File: config.mk
export PLATFORM = sky130hd
export DESIGN_NAME = bfs_sequencer
export DESIGN_NICKNAME = d
export VERILOG_FILES = /design/src/rtl/bfs_pkg.sv /design/src/rtl/bfs_sequencer.sv
export SDC_FILE = /design/constraint.sdc
export NUM_CORES = 1
export LEC_CHECK = 0
export BUFFER_PORTS_ARGS = -buffer_cell sky130_fd_sc_hd__buf_2
export CORE_ASPECT_RATIO = 0.8
export CORE_MARGIN = 10
export CORE_UTILIZATION = 45
export DETAILED_ROUTE_END_ITERATION = 8
export PLACE_DENSITY = 0.69
export REMOVE_ABC_BUFFERS = 1
export SYNTH_ARGS = -nofsm -noshare
export SYNTH_HDL_FRONTEND = slang
export SYNTH_SLANG_ARGS = --single-unit
File: constraint.sdc
create_clock -name mclk -period 7.1 [get_ports mclk]
set_clock_uncertainty 0.15 [all_clocks]
set_input_delay 1.065 -clock mclk [delete_from_list [all_inputs] [get_ports mclk]]
set_output_delay 1.065 -clock mclk [all_outputs]
set_load 0.03 [all_outputs]
File: src/rtl/bfs_pkg.sv
// ============================================================
// Branch fetch sequencer: shared constants and types
// ============================================================
package bfs_pkg;

  // ==========================================================
  // Widths, sizes and instruction lengths
  // ==========================================================
  localparam int          ADDR_W     = 32;
  localparam logic [1:0]  SIZE_HALF  = 2'h1;      // Halfword fetch.
  localparam logic [1:0]  SIZE_WORD  = 2'h2;      // Word fetch.
  localparam logic [31:0] LEN_WIDE   = 32'h4;     // 32-bit state length.
  localparam logic [31:0] LEN_NARROW = 32'h2;     // 16-bit state length.
  localparam logic        ST_WIDE    = 1'b0;      // State bit, 32-bit.
  localparam logic        ST_NARROW  = 1'b1;      // State bit, 16-bit.
  localparam logic [31:0] MASK_WIDE  = 32'hFFFF_FFFC;
  localparam logic [31:0] MASK_NARR  = 32'hFFFF_FFFE;
  localparam int          XSTATE_POS = 0;         // State bit in source.
  localparam logic [31:0] RESET_PC   = 32'h0000_0000;

  // ==========================================================
  // Sequencer states, Gray coded along the branch path
  // ==========================================================
  typedef enum logic [1:0] {
    ST_RUN = 2'b00,
    ST_C1  = 2'b01,
    ST_C2  = 2'b11,
    ST_C3  = 2'b10
  } bfs_state_t;

  // ==========================================================
  // Commands from the decode stage
  // ==========================================================
  typedef enum logic [2:0] {
    OP_NONE = 3'h0,   // Plain instruction, prefetch continues.
    OP_B    = 3'h1,   // Branch.
    OP_BL   = 3'h2,   // Branch with link.
    OP_LBL1 = 3'h3,   // First half of the long branch with link.
    OP_LBL2 = 3'h4,   // Second half of the long branch with link.
    OP_BX   = 3'h5    // Branch and exchange.
  } bfs_op_t;

  typedef struct packed {
    bfs_op_t     op;
    logic [31:0] operand;
  } bfs_cmd_t;

  typedef struct packed {
    logic [31:0] addr;
    logic [1:0]  access_size;
    logic        read_not_write;
    logic        opcode_fetch_n;
    logic        translate_n;
    logic        state_bit;
    logic        memory_request_n;
    logic        sequential_cycle;
  } bfs_bus_t;

  typedef struct packed {
    logic        we;
    logic [31:0] data;
  } bfs_lr_t;

  // ==========================================================
  // Helpers used for every address step
  // ==========================================================
  function automatic logic [31:0] inst_len(input logic narrow);
    inst_len = narrow ? LEN_NARROW : LEN_WIDE;
  endfunction : inst_len

  function automatic logic [1:0] fetch_size(input logic narrow);
    fetch_size = narrow ? SIZE_HALF : SIZE_WORD;
  endfunction : fetch_size

  function automatic logic [31:0] align_addr(input logic [31:0] a,
                                             input logic        narrow);
    align_addr = a & (narrow ? MASK_NARR : MASK_WIDE);
  endfunction : align_addr

endpackage : bfs_pkg

File: src/rtl/bfs_sequencer.sv
// What this block does
// - Request and sequential flags announce next cycle.
// - Address and attributes valid from the start of their cycle.
// - Prefetch advances by instruction length.
// - Fetch size two wide, one narrow.
// - Branch cycle one prefetches pc plus 2L.
// - Cycle two fetches target, writes return link.
// - Cycle three fetches target+L, link minus four.
// - Branch flags N,S,S; then fetch target+2L.
// - No single branch-with-link in narrow state.
// - Long link first half: link = pc+upper.
// - Long link second half: target, link, minus two.
// - Long link fetches pc+4,+6,target,target+2.
// - Exchange: three cycles, target and state extracted.
// - Exchange cycle two uses new width, state.
// - Exchange cycle three fetches target plus new width.
// - State bit 0 wide, 1 narrow, switches cycle two.
`timescale 1ns/100ps
`default_nettype none

module bfs_sequencer (
  input  wire logic          mclk,        // Core clock, 50 MHz.
  input  wire logic          rst,         // Synchronous reset, high.
  input  wire logic          ce,          // Clock enable, freezes all.
  input  wire logic          cmd_valid,   // Decode offers a command.
  input  wire bfs_pkg::bfs_cmd_t cmd,     // Command and operand.
  input  wire logic          privileged,  // Core in a privileged mode.
  output var  logic          cmd_ready,   // Sequencer takes a command.
  output var  bfs_pkg::bfs_bus_t bus,     // Memory bus cycle signals.
  output var  bfs_pkg::bfs_lr_t  lr_out,  // Link register write port.
  output var  logic          flush,       // Drop earlier prefetches.
  output var  logic          illegal      // Command not legal in state.
);
  import bfs_pkg::*;

  // ==========================================================
  // Registers
  // ==========================================================
  bfs_state_t  state_ff;
  logic [31:0] addr_ff;       // Address of the current bus cycle.
  logic        narrow_ff;     // Instruction state now on the bus.
  logic        new_narrow_ff; // State selected by the branch.
  logic [1:0]  size_ff;       // Fetch size now on the bus.
  logic [31:0] target_ff;     // Computed branch destination.
  logic [31:0] ret_ff;        // Return address, first cycle address.
  logic        link_ff;       // Branch writes the link register.
  logic [31:0] lbl_base_ff;   // Link value left by the first half.
  logic        seq_ff;
  logic        mreq_n_ff;
  logic        trans_n_ff;
  logic        lr_we_ff;
  logic [31:0] lr_data_ff;
  logic        flush_ff;
  logic        illegal_ff;
  logic        ready_ff;

  // ==========================================================
  // Command decode
  // ==========================================================
  logic        take;
  logic        legal;
  logic        is_branch;
  logic [31:0] nxt_fetch;
  logic [31:0] nxt_target;
  logic        nxt_new_narrow;
  bfs_state_t  nxt_state;

  // A command is taken only while the pipeline runs sequentially.
  assign take = ce & cmd_valid & ready_ff;

  // Legality of each command in the current instruction state.
  always_comb begin
    legal     = 1'b1;
    is_branch = 1'b0;
    case (cmd.op)
      OP_NONE: begin
        legal = 1'b1;
      end
      OP_B: begin
        is_branch = 1'b1;
      end
      OP_BL: begin
        legal     = ~narrow_ff;
        is_branch = ~narrow_ff;
      end
      OP_LBL1: begin
        legal = narrow_ff;
      end
      OP_LBL2: begin
        legal     = narrow_ff;
        is_branch = narrow_ff;
      end
      OP_BX: begin
        is_branch = 1'b1;
      end
      default: begin
        legal = 1'b0;
      end
    endcase
  end

  assign nxt_fetch = addr_ff + inst_len(narrow_ff);

  // Destination and new state, formed in the cycle the branch is taken.
  always_comb begin
    nxt_target     = align_addr(nxt_fetch + cmd.operand, narrow_ff);
    nxt_new_narrow = narrow_ff;
    case (cmd.op)
      OP_LBL2: begin
        nxt_target = align_addr(lbl_base_ff + cmd.operand, ST_NARROW);
      end
      OP_BX: begin
        nxt_new_narrow = cmd.operand[XSTATE_POS];
        nxt_target     = align_addr(cmd.operand,
                                    cmd.operand[XSTATE_POS]);
      end
      default: begin
        nxt_target = align_addr(nxt_fetch + cmd.operand, narrow_ff);
      end
    endcase
  end

  // ==========================================================
  // Sequencer state
  // ==========================================================
  // three cycle branch
  always_comb begin
    nxt_state = state_ff;
    case (state_ff)
      ST_RUN: begin
        if (take && is_branch) begin
          nxt_state = ST_C1;
        end
      end
      ST_C1: begin
        nxt_state = ST_C2;
      end
      ST_C2: begin
        nxt_state = ST_C3;
      end
      ST_C3: begin
        nxt_state = ST_RUN;
      end
      default: begin
        nxt_state = ST_RUN;
      end
    endcase
  end

  always_ff @(posedge mclk) begin
    if (rst) begin
      state_ff <= ST_RUN;
    end else if (ce) begin
      state_ff <= nxt_state;
    end
  end

  // Ready mirrors the running state so it stays a flip-flop.
  always_ff @(posedge mclk) begin
    if (rst) begin
      ready_ff <= 1'b1;
    end else if (ce) begin
      ready_ff <= (nxt_state == ST_RUN);
    end
  end

  // ==========================================================
  // Branch bookkeeping, captured when the branch is taken
  // ==========================================================
  always_ff @(posedge mclk) begin
    if (rst) begin
      target_ff     <= RESET_PC;
      ret_ff        <= RESET_PC;
      link_ff       <= 1'b0;
      new_narrow_ff <= ST_WIDE;
    end else if (ce && take && is_branch) begin
      target_ff     <= nxt_target;
      ret_ff        <= nxt_fetch;
      link_ff       <= (cmd.op == OP_BL) || (cmd.op == OP_LBL2);
      new_narrow_ff <= nxt_new_narrow;
    end
  end

  // ==========================================================
  // Fetch address
  // ==========================================================
  // The address is registered at the start of its cycle, so it is
  // stable well ahead of the memory sampling point. The trade-off
  // is one cycle of latency from decode to the bus.
  always_ff @(posedge mclk) begin
    if (rst) begin
      addr_ff <= RESET_PC;
    end else if (ce) begin
      case (state_ff)
        ST_RUN: begin
          addr_ff <= nxt_fetch;
        end
        ST_C1: begin
          addr_ff <= target_ff;
        end
        ST_C2: begin
          addr_ff <= target_ff + inst_len(new_narrow_ff);
        end
        ST_C3: begin
          addr_ff <= nxt_fetch;
        end
        default: begin
          addr_ff <= nxt_fetch;
        end
      endcase
    end
  end

  // ==========================================================
  // Instruction state
  // ==========================================================
  // The fetch size has its own flop beside the state bit, so that the
  // bus sees a register and not a decode of one.
  // switch at cycle two
  always_ff @(posedge mclk) begin
    if (rst) begin
      narrow_ff <= ST_WIDE;
      size_ff   <= SIZE_WORD;
    end else if (ce && state_ff == ST_C1) begin
      narrow_ff <= new_narrow_ff;
      size_ff   <= fetch_size(new_narrow_ff);
    end
  end

  // ==========================================================
  // Cycle type flags, one cycle ahead
  // ==========================================================
  // announce next type
  always_ff @(posedge mclk) begin
    if (rst) begin
      seq_ff    <= 1'b1;
      mreq_n_ff <= 1'b0;
    end else if (ce) begin
      mreq_n_ff <= 1'b0;
      seq_ff    <= (nxt_state != ST_C1);
    end
  end

  always_ff @(posedge mclk) begin
    if (rst) begin
      trans_n_ff <= 1'b0;
    end else if (ce) begin
      trans_n_ff <= privileged;
    end
  end

  // ==========================================================
  // Link register port
  // ==========================================================
  // The write port is a one-cycle pulse; data holds between writes.
  always_ff @(posedge mclk) begin
    if (rst) begin
      lr_we_ff    <= 1'b0;
      lr_data_ff  <= RESET_PC;
      lbl_base_ff <= RESET_PC;
    end else if (ce) begin
      lr_we_ff <= 1'b0;
      if (state_ff == ST_RUN && take && cmd.op == OP_LBL1 && legal) begin
        lr_we_ff    <= 1'b1;
        lr_data_ff  <= nxt_fetch + cmd.operand;
        lbl_base_ff <= nxt_fetch + cmd.operand;
      end else if (state_ff == ST_C1 && link_ff) begin
        lr_we_ff   <= 1'b1;
        lr_data_ff <= ret_ff;
      end else if (state_ff == ST_C2 && link_ff) begin
        lr_we_ff   <= 1'b1;
        lr_data_ff <= ret_ff - inst_len(narrow_ff);
      end
    end
  end

  // ==========================================================
  // Pipeline discard and illegal command report
  // ==========================================================
  // Flush marks the target fetch cycle; every fetch before it,
  // including the unavoidable cycle one prefetch, is stale.
  always_ff @(posedge mclk) begin
    if (rst) begin
      flush_ff <= 1'b0;
    end else if (ce) begin
      flush_ff <= (state_ff == ST_C1);
    end
  end

  // An illegal command is dropped; the prefetch stream carries on.
  always_ff @(posedge mclk) begin
    if (rst) begin
      illegal_ff <= 1'b0;
    end else if (ce) begin
      illegal_ff <= take & ~legal;
    end
  end

  // ==========================================================
  // Outputs, each straight from a flip-flop or a constant
  // ==========================================================
  assign cmd_ready = ready_ff;
  assign flush     = flush_ff;
  assign illegal   = illegal_ff;

  always_comb begin
    bus.addr             = addr_ff;
    bus.access_size      = size_ff;
    bus.read_not_write   = 1'b0;
    bus.opcode_fetch_n   = 1'b0;
    bus.translate_n      = trans_n_ff;
    bus.state_bit        = narrow_ff;
    bus.memory_request_n = mreq_n_ff;
    bus.sequential_cycle = seq_ff;
  end

  always_comb begin
    lr_out.we   = lr_we_ff;
    lr_out.data = lr_data_ff;
  end

endmodule : bfs_sequencer

`default_nettype wire

After elaboration in Yosys (flattened, before gate mapping)
Cells that the tools add are included.
{"block": "op_classes", "n_mux": 18, "n_eq_ne": 9, "add_sub_neg": 5, "n_reduce_logical": 20, "n_bitwise": 7}
{"operator": "adder 32 bit", "n": 3}
{"operator": "two-way mux 32 bit", "n": 3}
{"operator": "case mux 32 bit (3 select lines)", "n": 1}
{"operator": "AND 32 bit", "n": 2}
{"operator": "case mux 32 bit (2 select lines)", "n": 1}
{"operator": "adder 32 x 3 -> 32 bit", "n": 1}
{"operator": "subtractor 32 x 3 -> 32 bit", "n": 1}
{"operator": "logical AND 1 bit", "n": 9}
{"operator": "two-way mux 2 bit", "n": 4}
{"operator": "case mux 2 bit (4 select lines)", "n": 1}
{"operator": "== test 3 x 2 -> 1 bit (second input constant)", "n": 2}
{"operator": "== test 3 bit (second input constant)", "n": 2}
{"operator": "two-way mux 3 bit", "n": 2}
{"operator": "case mux 1 bit (3 select lines)", "n": 2}
{"operator": "OR reduction 2 bit", "n": 3}
{"operator": "== test 2 bit (second input constant)", "n": 2}
{"operator": "logical NOT 2 bit", "n": 2}
{"operator": "two-way mux 1 bit", "n": 4}
{"operator": "AND reduction 2 bit", "n": 2}
{"operator": "AND 1 bit", "n": 3}
{"operator": "== test 3 x 1 -> 1 bit (second input constant)", "n": 1}
{"operator": "logical NOT 3 bit", "n": 1}
{"operator": "nonzero test 3 bit", "n": 1}
{"operator": "OR reduction 3 bit", "n": 1}
{"operator": "other kinds (4)", "n": 5}
{"block": "word_totals", "regBits": 173, "out_inout_bits": 76}

Logic depth before layout (Yosys ltp)
Gate-level depths: netlist of the first run.
{"block": "depth", "depth_word": 7, "mapped_depth": 19}

Worst setup path before layout of the first run
No wires, ideal clock.
{"block": "synth_path", "kind": "register to register", "start": "register, netlist name size_ff[0]", "end": "register target_ff[28]", "synth_period_minus_slack_ps": 4529, "path_stages_with_launch": 19, "setup_time_ps": 134, "path_buffers": 2, "t_arrival_ps": 4245, "required_ps": 6816, "setup_slack_ps": 2571, "path_cell_list": "dfxtp_1 -> ha_1 -> inv_1 -> fa_1 -> or4_1 -> buf_2 -> nor2_1 -> nand4_1 -> xnor2_1 -> ha_1 -> clkbuf_1 -> a21o_1 -> nor4_1 -> o21ai_0 -> a21oi_1 -> o21bai_1 -> xnor2_1 -> a221oi_1 -> a211oi_1"}
{"element": "end signal, assigned", "line_no": "bfs_sequencer.sv:177", "rtl": "target_ff <= nxt_target;"}
{"element": "end, declared", "line_no": "bfs_sequencer.sv:44", "rtl": "logic [31:0] target_ff;"}

==> results of run 1 <==
## per-stage QoR
stage               setup slack, ps  area (µm²)  instances  hold slack, ps  utilization
floorplan                       609       11600       1526             270            -
global placement               1970       12700       2004             290        0.485
detailed placement             1730       12700       2004             295        0.485
CTS                            1710       13300       2036             307        0.508
global route                   1350       13300       2036             322        0.508
finish                         1540       13300       2036             305        0.508
## metal layers
layer | up-vias | track usage
met3 | 40 | 0.0433
met4 | 0 | 0.0606
met2 | 577 | 0.346
li1 | 5878 | -
met1 | 5714 | 0.379
met5 | - | 0
## synth_stat cells, types with 5 or more instances
cell      count  area share
nor4_1        9      0.0047
nor2_1      191       0.060
o21ai_0      78       0.032
o21a_1        5      0.0031
nor3_1       47       0.020
buf_1         9      0.0028
dfxtp_1     169        0.28
o211ai_1     40       0.025
o21bai_1     10      0.0062
a22oi_1       6      0.0037
a221oi_1     16       0.012
nor3b_1       5      0.0031
nand2_1     219       0.068
buf_4         9      0.0056
a31oi_1       9      0.0047
inv_1        34       0.011
nand4_1      26       0.014
clkbuf_1     69       0.022
and2_1        9      0.0047
a211oi_1     30       0.019
o22ai_1       5      0.0026
ha_1         69       0.072
and4_1        5      0.0036
xor2_1       63       0.046
or2_2         6      0.0031
nand3_1      41       0.017
fa_1          5      0.0083
nor2b_1      20       0.010
mux2i_1      10      0.0083
a21oi_1     180       0.075
o41ai_1       5      0.0036
a311oi_1      5      0.0036
a21o_1       24       0.015
o31ai_1       5      0.0031
nand2b_1     12      0.0062
xnor2_1      68       0.050
and3_1       18      0.0094
or3_1        10      0.0052
## state kept, by name, summed over array words and instances, names as in the netlist, 2 cells and up
name and flops:
lr_data_ff 32, ret_ff 31, lbl_base_ff 32, state_ff 2, size_ff 2, addr_ff 31, target_ff 31
## path summary, 6_finish.rpt
| check | from | to | slack [ps] | cells after the start |
|---|---|---|---|---|
| setup reg to reg | size_ff[0] | target_ff[28] | 1540 | 18 |
| hold reg to reg | illegal | illegal | 310 | 2 |
| hold / removal | illegal | illegal | 310 | 2 |
| setup / recovery | size_ff[0] | target_ff[28] | 1540 | 18 |
## logic make-up (layout without fill, tap and decap cells)
| kind of cell | Yosys count | after routing | share of synthesized area |
|---|---|---|---|
| AOI/OAI and AO/OA | 459 | 459 | 0.240 |
| xor gates and xnor gates | 131 | 131 | 0.0955 |
| adders and majority gates | 74 | 74 | 0.0802 |
| buffers and inverters | 127 | 188 | 0.0444 |
| DFF | 169 | 169 | 0.281 |
| muxes | 11 | 11 | 0.00926 |
| other | 1 | 4 | 0.000312 |
| and+or+nand+nor | 643 | 643 | 0.249 |
## critical path, cell delays in order (launching register included)
cell	delay [ps]
dfxtp_1	670
inv_1	130
ha_1	300
a21oi_1	100
or3_1	450
or2_2	350
nor2_1	360
nand4_1	170
xnor2_1	410
ha_1	380
a21oi_1	260
nand2_1	140
nor4_1	290
o21ai_0	120
a21oi_1	390
o21bai_1	170
xnor2_1	170
a221oi_1	300
a211oi_1	110
## cell type report
type                    count  share of cell area
clock inverters            15              0.0117
inverters                  35             0.00986
repair buffers            121              0.0484
clock buffers              17              0.0319
well taps                 357              0.0335
flip-flops and latches    169               0.254
multi-input cells        1322               0.611
## power by group
group | internal (mW) | leakage, nW | total (mW) | switching (mW)
combinational | 0.151 | 3.77 | 0.452 | 0.301
clock | 0.498 | 0.276 | 0.962 | 0.464
sequential | 0.973 | 1.37 | 1.01 | 0.0343
==> impl_metrics.env, run 1 <==
export IMPL_slew_viol_final=0
export IMPL_yosys_register_bits=169
export IMPL_ant_cells=0
export IMPL_fp_dieArea_um2=33700
export IMPL_status="finished clean"
export IMPL_placement_rows=53
export IMPL_commonest_non_fill_non_tap_cells_in_the_layout="nand2_1 (219), nor2_1 (191), a21oi_1 (180)"
export IMPL_cts_sinks=169
export IMPL_drive_above_1_share=0.109
export IMPL_clock_latency_ps=450
export IMPL_powerDensity_nw_per_um2=182
export IMPL_cts_resized_gates=0
export IMPL_tightest_slew_ps=1050
export IMPL_drc_errors=0
export IMPL_edff_count_synth=0
export IMPL_synth_top_flop_cell="dfxtp_1"
export IMPL_mostFrequentLayoutCell="nand2_1"
export IMPL_grt_first_pass_wirelength_um=66100
export IMPL_async_reset_ff_frac=0
export IMPL_port_buffers=111
export IMPL_detail_route_iter0_violations=1331
export IMPL_critPathCaptureType="flip-flop"
export IMPL_first_global_vias=11200
export IMPL_clk_transition_reported_paths_ps=80
export IMPL_flow_area_growth_from_synthesis_pct=10.9
export IMPL_ant_nets=0
export IMPL_yosys_warnings=0
export IMPL_wl_met1_um=20300
export IMPL_cp_required_ps=7250
export IMPL_globalRouteOverflowTotal=0
export IMPL_filler_cell_count=2595
export IMPL_period_minus_slack_ps=5560
export IMPL_netlist_area_um2=12000
export IMPL_detailroute_via_count=12200
export IMPL_layout_area_seq_um2=3380
export IMPL_ctsHoldBuffers=0
export IMPL_power_mw=2.42
export IMPL_fp_dieW_um=203
export IMPL_finalCritPeriodShare=0.783
export IMPL_postCtsSetupRepairBufs=0
export IMPL_drt_vias_per_instance=6.00
export IMPL_design_core_area_um2=26300
export IMPL_root_buffer="clkbuf_16"
export IMPL_final_net_count=1780
export IMPL_slew_headroom=0.299
export IMPL_wire_per_inst_um=21.2
export IMPL_routed_wire_length_um=43300
export IMPL_setup_viol_count_final=0
export IMPL_syn_inst=1615
export IMPL_crit_path_arrival_time_ps=5710
export IMPL_clock_tree_htree_level_count=4
export IMPL_routabilityCongestion=0.958
export IMPL_fmaxAchievable_ghz=0.180
export IMPL_global_route_usage_total=0.248
export IMPL_critPathMaxFanout=14
export IMPL_startpoint_type="flip-flop"
export IMPL_starting_density_of_the_core=0.458
export IMPL_worst_setup_path_type="reg -> reg"
export IMPL_power_static_leakage_nw=5.41
export IMPL_ir_worst_vdd_v=0.000167
export IMPL_io_pins=116
export IMPL_seq_area_frac_synth=0.281
export IMPL_timing_max_cap_violations=0
export IMPL_clockBufferDepth=2
export IMPL_finalSetupTns_ps=0
export IMPL_maximum_number_of_pins_on_one_net_before_global_route_repair=164
export IMPL_drt_pass1_iter_count=5
export IMPL_multiInputGateArea_um2=8140
export IMPL_post_synth_num_cell_types=80
export IMPL_rsz0062_at_grt="no"
export IMPL_highest_layer="met4"
export IMPL_cts_tree="done"
export IMPL_detail_route_met3_wl_um=4850
export IMPL_cts_made_buffers=17
export IMPL_synth_avg_cell_area_um2=7.44
export IMPL_hold_viol=0
export IMPL_met2WireLength_um=17400
export IMPL_worstHoldPathType="reg -> reg"
export IMPL_antenna_found_initial=0
export IMPL_die_height_um=166
export IMPL_placed_wire_length_estimate_um=32000
No activity file was read; power rests on OpenSTA's default activity.
==> run 2, diff against run 1 <==
- ABC_AREA: not set -> 1
- PLACE_DENSITY: 0.69 -> 0.71
- clock period: 7.1 -> 4.6 ns (I/O delays scaled with it)
==> run 2 against run 1 <==
  * Register-to-register slack worse by 1400 ps
  * First-iteration DRC count rose by 85%
  * Sequential share of layout area down 4.7 points
  * Wire length rose by 47%
  * Die area increased by 21%
  * Largest cell class unchanged
  * Sequential power increased by 56%
  * Clock power increased by 61%
  * Non-clock buffer count up 16
  * Largest power group unchanged
  * Sequential cell count unchanged
==> impl_metrics.env, run 2 <==
export IMPL_clock_tree_htree_level_count=4
export IMPL_timing_max_cap_violations=0
export IMPL_synthDominantCellAreaShare=0.228
export IMPL_finalCritPeriodShare=0.959
export IMPL_period_minus_slack_ps=4410
export IMPL_powerDensity_nw_per_um2=260
export IMPL_die_height_um=182
export IMPL_drive_above_1_share=0.0893
export IMPL_cts_resized_gates=0
export IMPL_netSwitchingPower_mw=1.53
export IMPL_swShare=0.360
export IMPL_rr_endpoint="lr_data_ff[21]"
export IMPL_ant_cells=0
export IMPL_mostFrequentLayoutCell="nand2_1"
export IMPL_ir_worst_vdd_v=0.000224
export IMPL_synth_avg_cell_area_um2=5.81
export IMPL_worst_r2r_cell_count=20
export IMPL_globalRouteOverflowTotal=0
export IMPL_clock_latency_ps=460
export IMPL_worst_setup_path_type="reg -> reg"
export IMPL_post_synth_top_count_cell="nand2_1"
export IMPL_synth_top_flop_cell="dfxtp_1"
export IMPL_status="finished clean"
export IMPL_startpoint_type="flip-flop"
export IMPL_grt_first_pass_wirelength_um=93200
export IMPL_critPathCaptureType="flip-flop"
export IMPL_slew_headroom=0.185
export IMPL_routabilityCongestion=1.04
export IMPL_wire_per_inst_um=20.7
export IMPL_starting_density_of_the_core=0.457
export IMPL_routed_wire_length_um=63400
export IMPL_design_core_area_um2=32500
export IMPL_antenna_found_initial=0
export IMPL_yosys_warnings=0
export IMPL_worstReg2RegStart="size_ff[0]"
export IMPL_ant_nets=0
export IMPL_detailroute_via_count=17100
export IMPL_fmaxAchievable_ghz=0.227
export IMPL_intPower_mw=2.73
export IMPL_first_global_vias=15200
export IMPL_setup_viol_count_final=0
export IMPL_flow_area_growth_from_synthesis_pct=10.5
export IMPL_worst_slack_ps=188
export IMPL_hold_viol=0
export IMPL_async_reset_ff_frac=0
export IMPL_seq_power_share=0.372
export IMPL_cp_required_ps=4840
export IMPL_combinational_share_of_power=0.264
export IMPL_edff_count_synth=0
export IMPL_global_route_usage_total=0.299
export IMPL_fp_dieW_um=223
export IMPL_seq_area_frac_synth=0.228
export IMPL_yosys_register_bits=169
export IMPL_synthTopCellsByArea="dfxtp_1 (23%), nand2_1 (20%), inv_1 (10%)"
export IMPL_crit_path_arrival_time_ps=4660
export IMPL_clock_power_share=0.364
export IMPL_placement_rows=59
export IMPL_critical_path_startpoint="size_ff[0]"
export IMPL_worst_hold_path_num_cells=3
export IMPL_reg_top3="lbl_base_ff x32, lr_data_ff x32"
export IMPL_detail_route_iter0_violations=2464
export IMPL_drt_pass1_iter_count=6
export IMPL_critPathMaxFanout=4
export IMPL_root_buffer="clkbuf_16"
export IMPL_drc_errors=0
export IMPL_io_pins=116
export IMPL_final_net_count=2747
export IMPL_min_to="trans_n_ff"
export IMPL_synth_commonest_cells="nand2_1 (777), inv_1 (402), nor2_1 (238), nand3_1 (207), a21oi_1 (176)"
export IMPL_commonest_non_fill_non_tap_cells_in_the_layout="nand2_1 (776), inv_1 (401), nor2_1 (235)"
export IMPL_postCtsSetupRepairBufs=0
export IMPL_maximum_number_of_pins_on_one_net_before_global_route_repair=80
export IMPL_worstHoldPathType="in -> reg"
export IMPL_drt_vias_per_instance=5.58
export IMPL_filler_cell_count=3459
export IMPL_fin_cells=3071
export IMPL_reg2reg_setup_slack_ps=190
export IMPL_yosysTopAreaCell="dfxtp_1"
export IMPL_fp_dieArea_um2=40700
export IMPL_dp_cells=3041
export IMPL_tightest_slew_ps=1220
export IMPL_port_buffers=111
export IMPL_cts_made_buffers=17
export IMPL_ctsHoldBuffers=0
export IMPL_clockBufferDepth=2
export IMPL_rsz0062_at_grt="no"
export IMPL_power_static_leakage_nw=8.75
export IMPL_placed_wire_length_estimate_um=50700
export IMPL_hold_path_startpoint="privileged"
export IMPL_cts_sinks=169
export IMPL_clk_transition_reported_paths_ps=70
export IMPL_post_synth_num_cell_types=58
export IMPL_cts_tree="done"
export IMPL_finalSetupTns_ps=0
export IMPL_slew_viol_final=0
export IMPL_dpl_worst_slack_ps=209
export IMPL_syn_inst=2552
export IMPL_netlist_area_um2=14800
==> run 2: changes by cell type after synthesis, moves of 18 or more <==
cell / delta
a211oi_1: -25
a21o_1: -21
buf_2: +21
clkbuf_1: -33
inv_1: +368
nand2_1: +558
nand3_1: +166
nor2_1: +47
nor2b_1: -20
o211ai_1: -21
o21ai_0: +32
o21ai_1: +18
xnor2_1: -59
xor2_1: -28
==> run 2: how the worst max path moves through the flow <==
stage,to,slack [ps],cells past startpoint
detailed placement,lr_data_ff[28],210,21
finish,lr_data_ff[21],190,20
global route,lr_data_ff[28],20,22
global placement,lr_data_ff[28],310,21
floorplan,target_ff[26],530,22
CTS,lr_data_ff[28],170,21
==> run 2: per-stage QoR <==
step / hold slack, ps / utilization / cell area (µm²) / power (mW)
3_3_place_gp: 299 / 0.486 / 15800 / 2.70
5_1_grt: 321 / 0.505 / 16400 / 4.44
3_5_place_dp: 303 / 0.486 / 15800 / 2.71
4_1_cts: 307 / 0.504 / 16400 / 4.24
6_report: 313 / 0.505 / 16400 / 4.27
2_1_floorplan: 290 / - / 14500 / 2.31
==> run 2: metal layers <==
| layer | wire [µm] | vias to the layer above | GRT usage |
|---|---|---|---|
| met5 | 0 | - | 0 |
| met4 | 2120 | 0 | 0.0944 |
| met2 | 24800 | 929 | 0.413 |
| li1 | - | 8304 | - |
| met3 | 7640 | 112 | 0.0976 |
| met1 | 28900 | 7798 | 0.424 |
==> run 2: power by group through the flow <==
stage | Combinational [mW] | Sequential, mW | Clock (mW)
floorplan | 0.677 | 1.64 | 0
global placement | 1.09 | 1.61 | 0
detailed placement | 1.09 | 1.61 | 0
CTS | 1.10 | 1.58 | 1.56
global route | 1.23 | 1.59 | 1.63
finish | 1.13 | 1.58 | 1.55
==> run 2: cells by family (layout without fill, tap and decap cells) <==
family                   Yosys count  in the layout  synth area share
AO/OA/AOI/OAI                    396            396             0.149
XOR/XNOR                          46             46            0.0282
adder cells (fa/ha/maj)           74             74            0.0650
buffers and inverters            493            582             0.132
flip-flops                       169            169             0.228
other                              1              4          0.000253
AND/OR/NAND/NOR                 1373           1373             0.398
==> run 2: area by class of cell <==
cell class	count	area [µm²]	share of cell area
Clock buffer	21	460	0.0281
Clock inverter	9	140	0.00855
Inverter	415	1570	0.0955
Multi-Input combinational cell	1893	9530	0.581
Sequential cell	169	3380	0.206
Tap cell	427	534	0.0326
Timing Repair Buffer	137	776	0.0473
==> run 2: worst max-delay path: stages (launching register included) <==
cell     delay (ps)
dfxtp_1         410
ha_1            230
inv_1            70
fa_1            500
nor2_8          210
nand2_4          90
nor2_8          210
xor2_1          160
buf_4           150
inv_1            40
ha_1            370
nand2_1         100
inv_1           100
nand2_1         170
nor2_2          260
nand4_1         290
nand3_1         170
nand2_1          80
a21oi_1         290
nor2_1          160
nor2_1          110
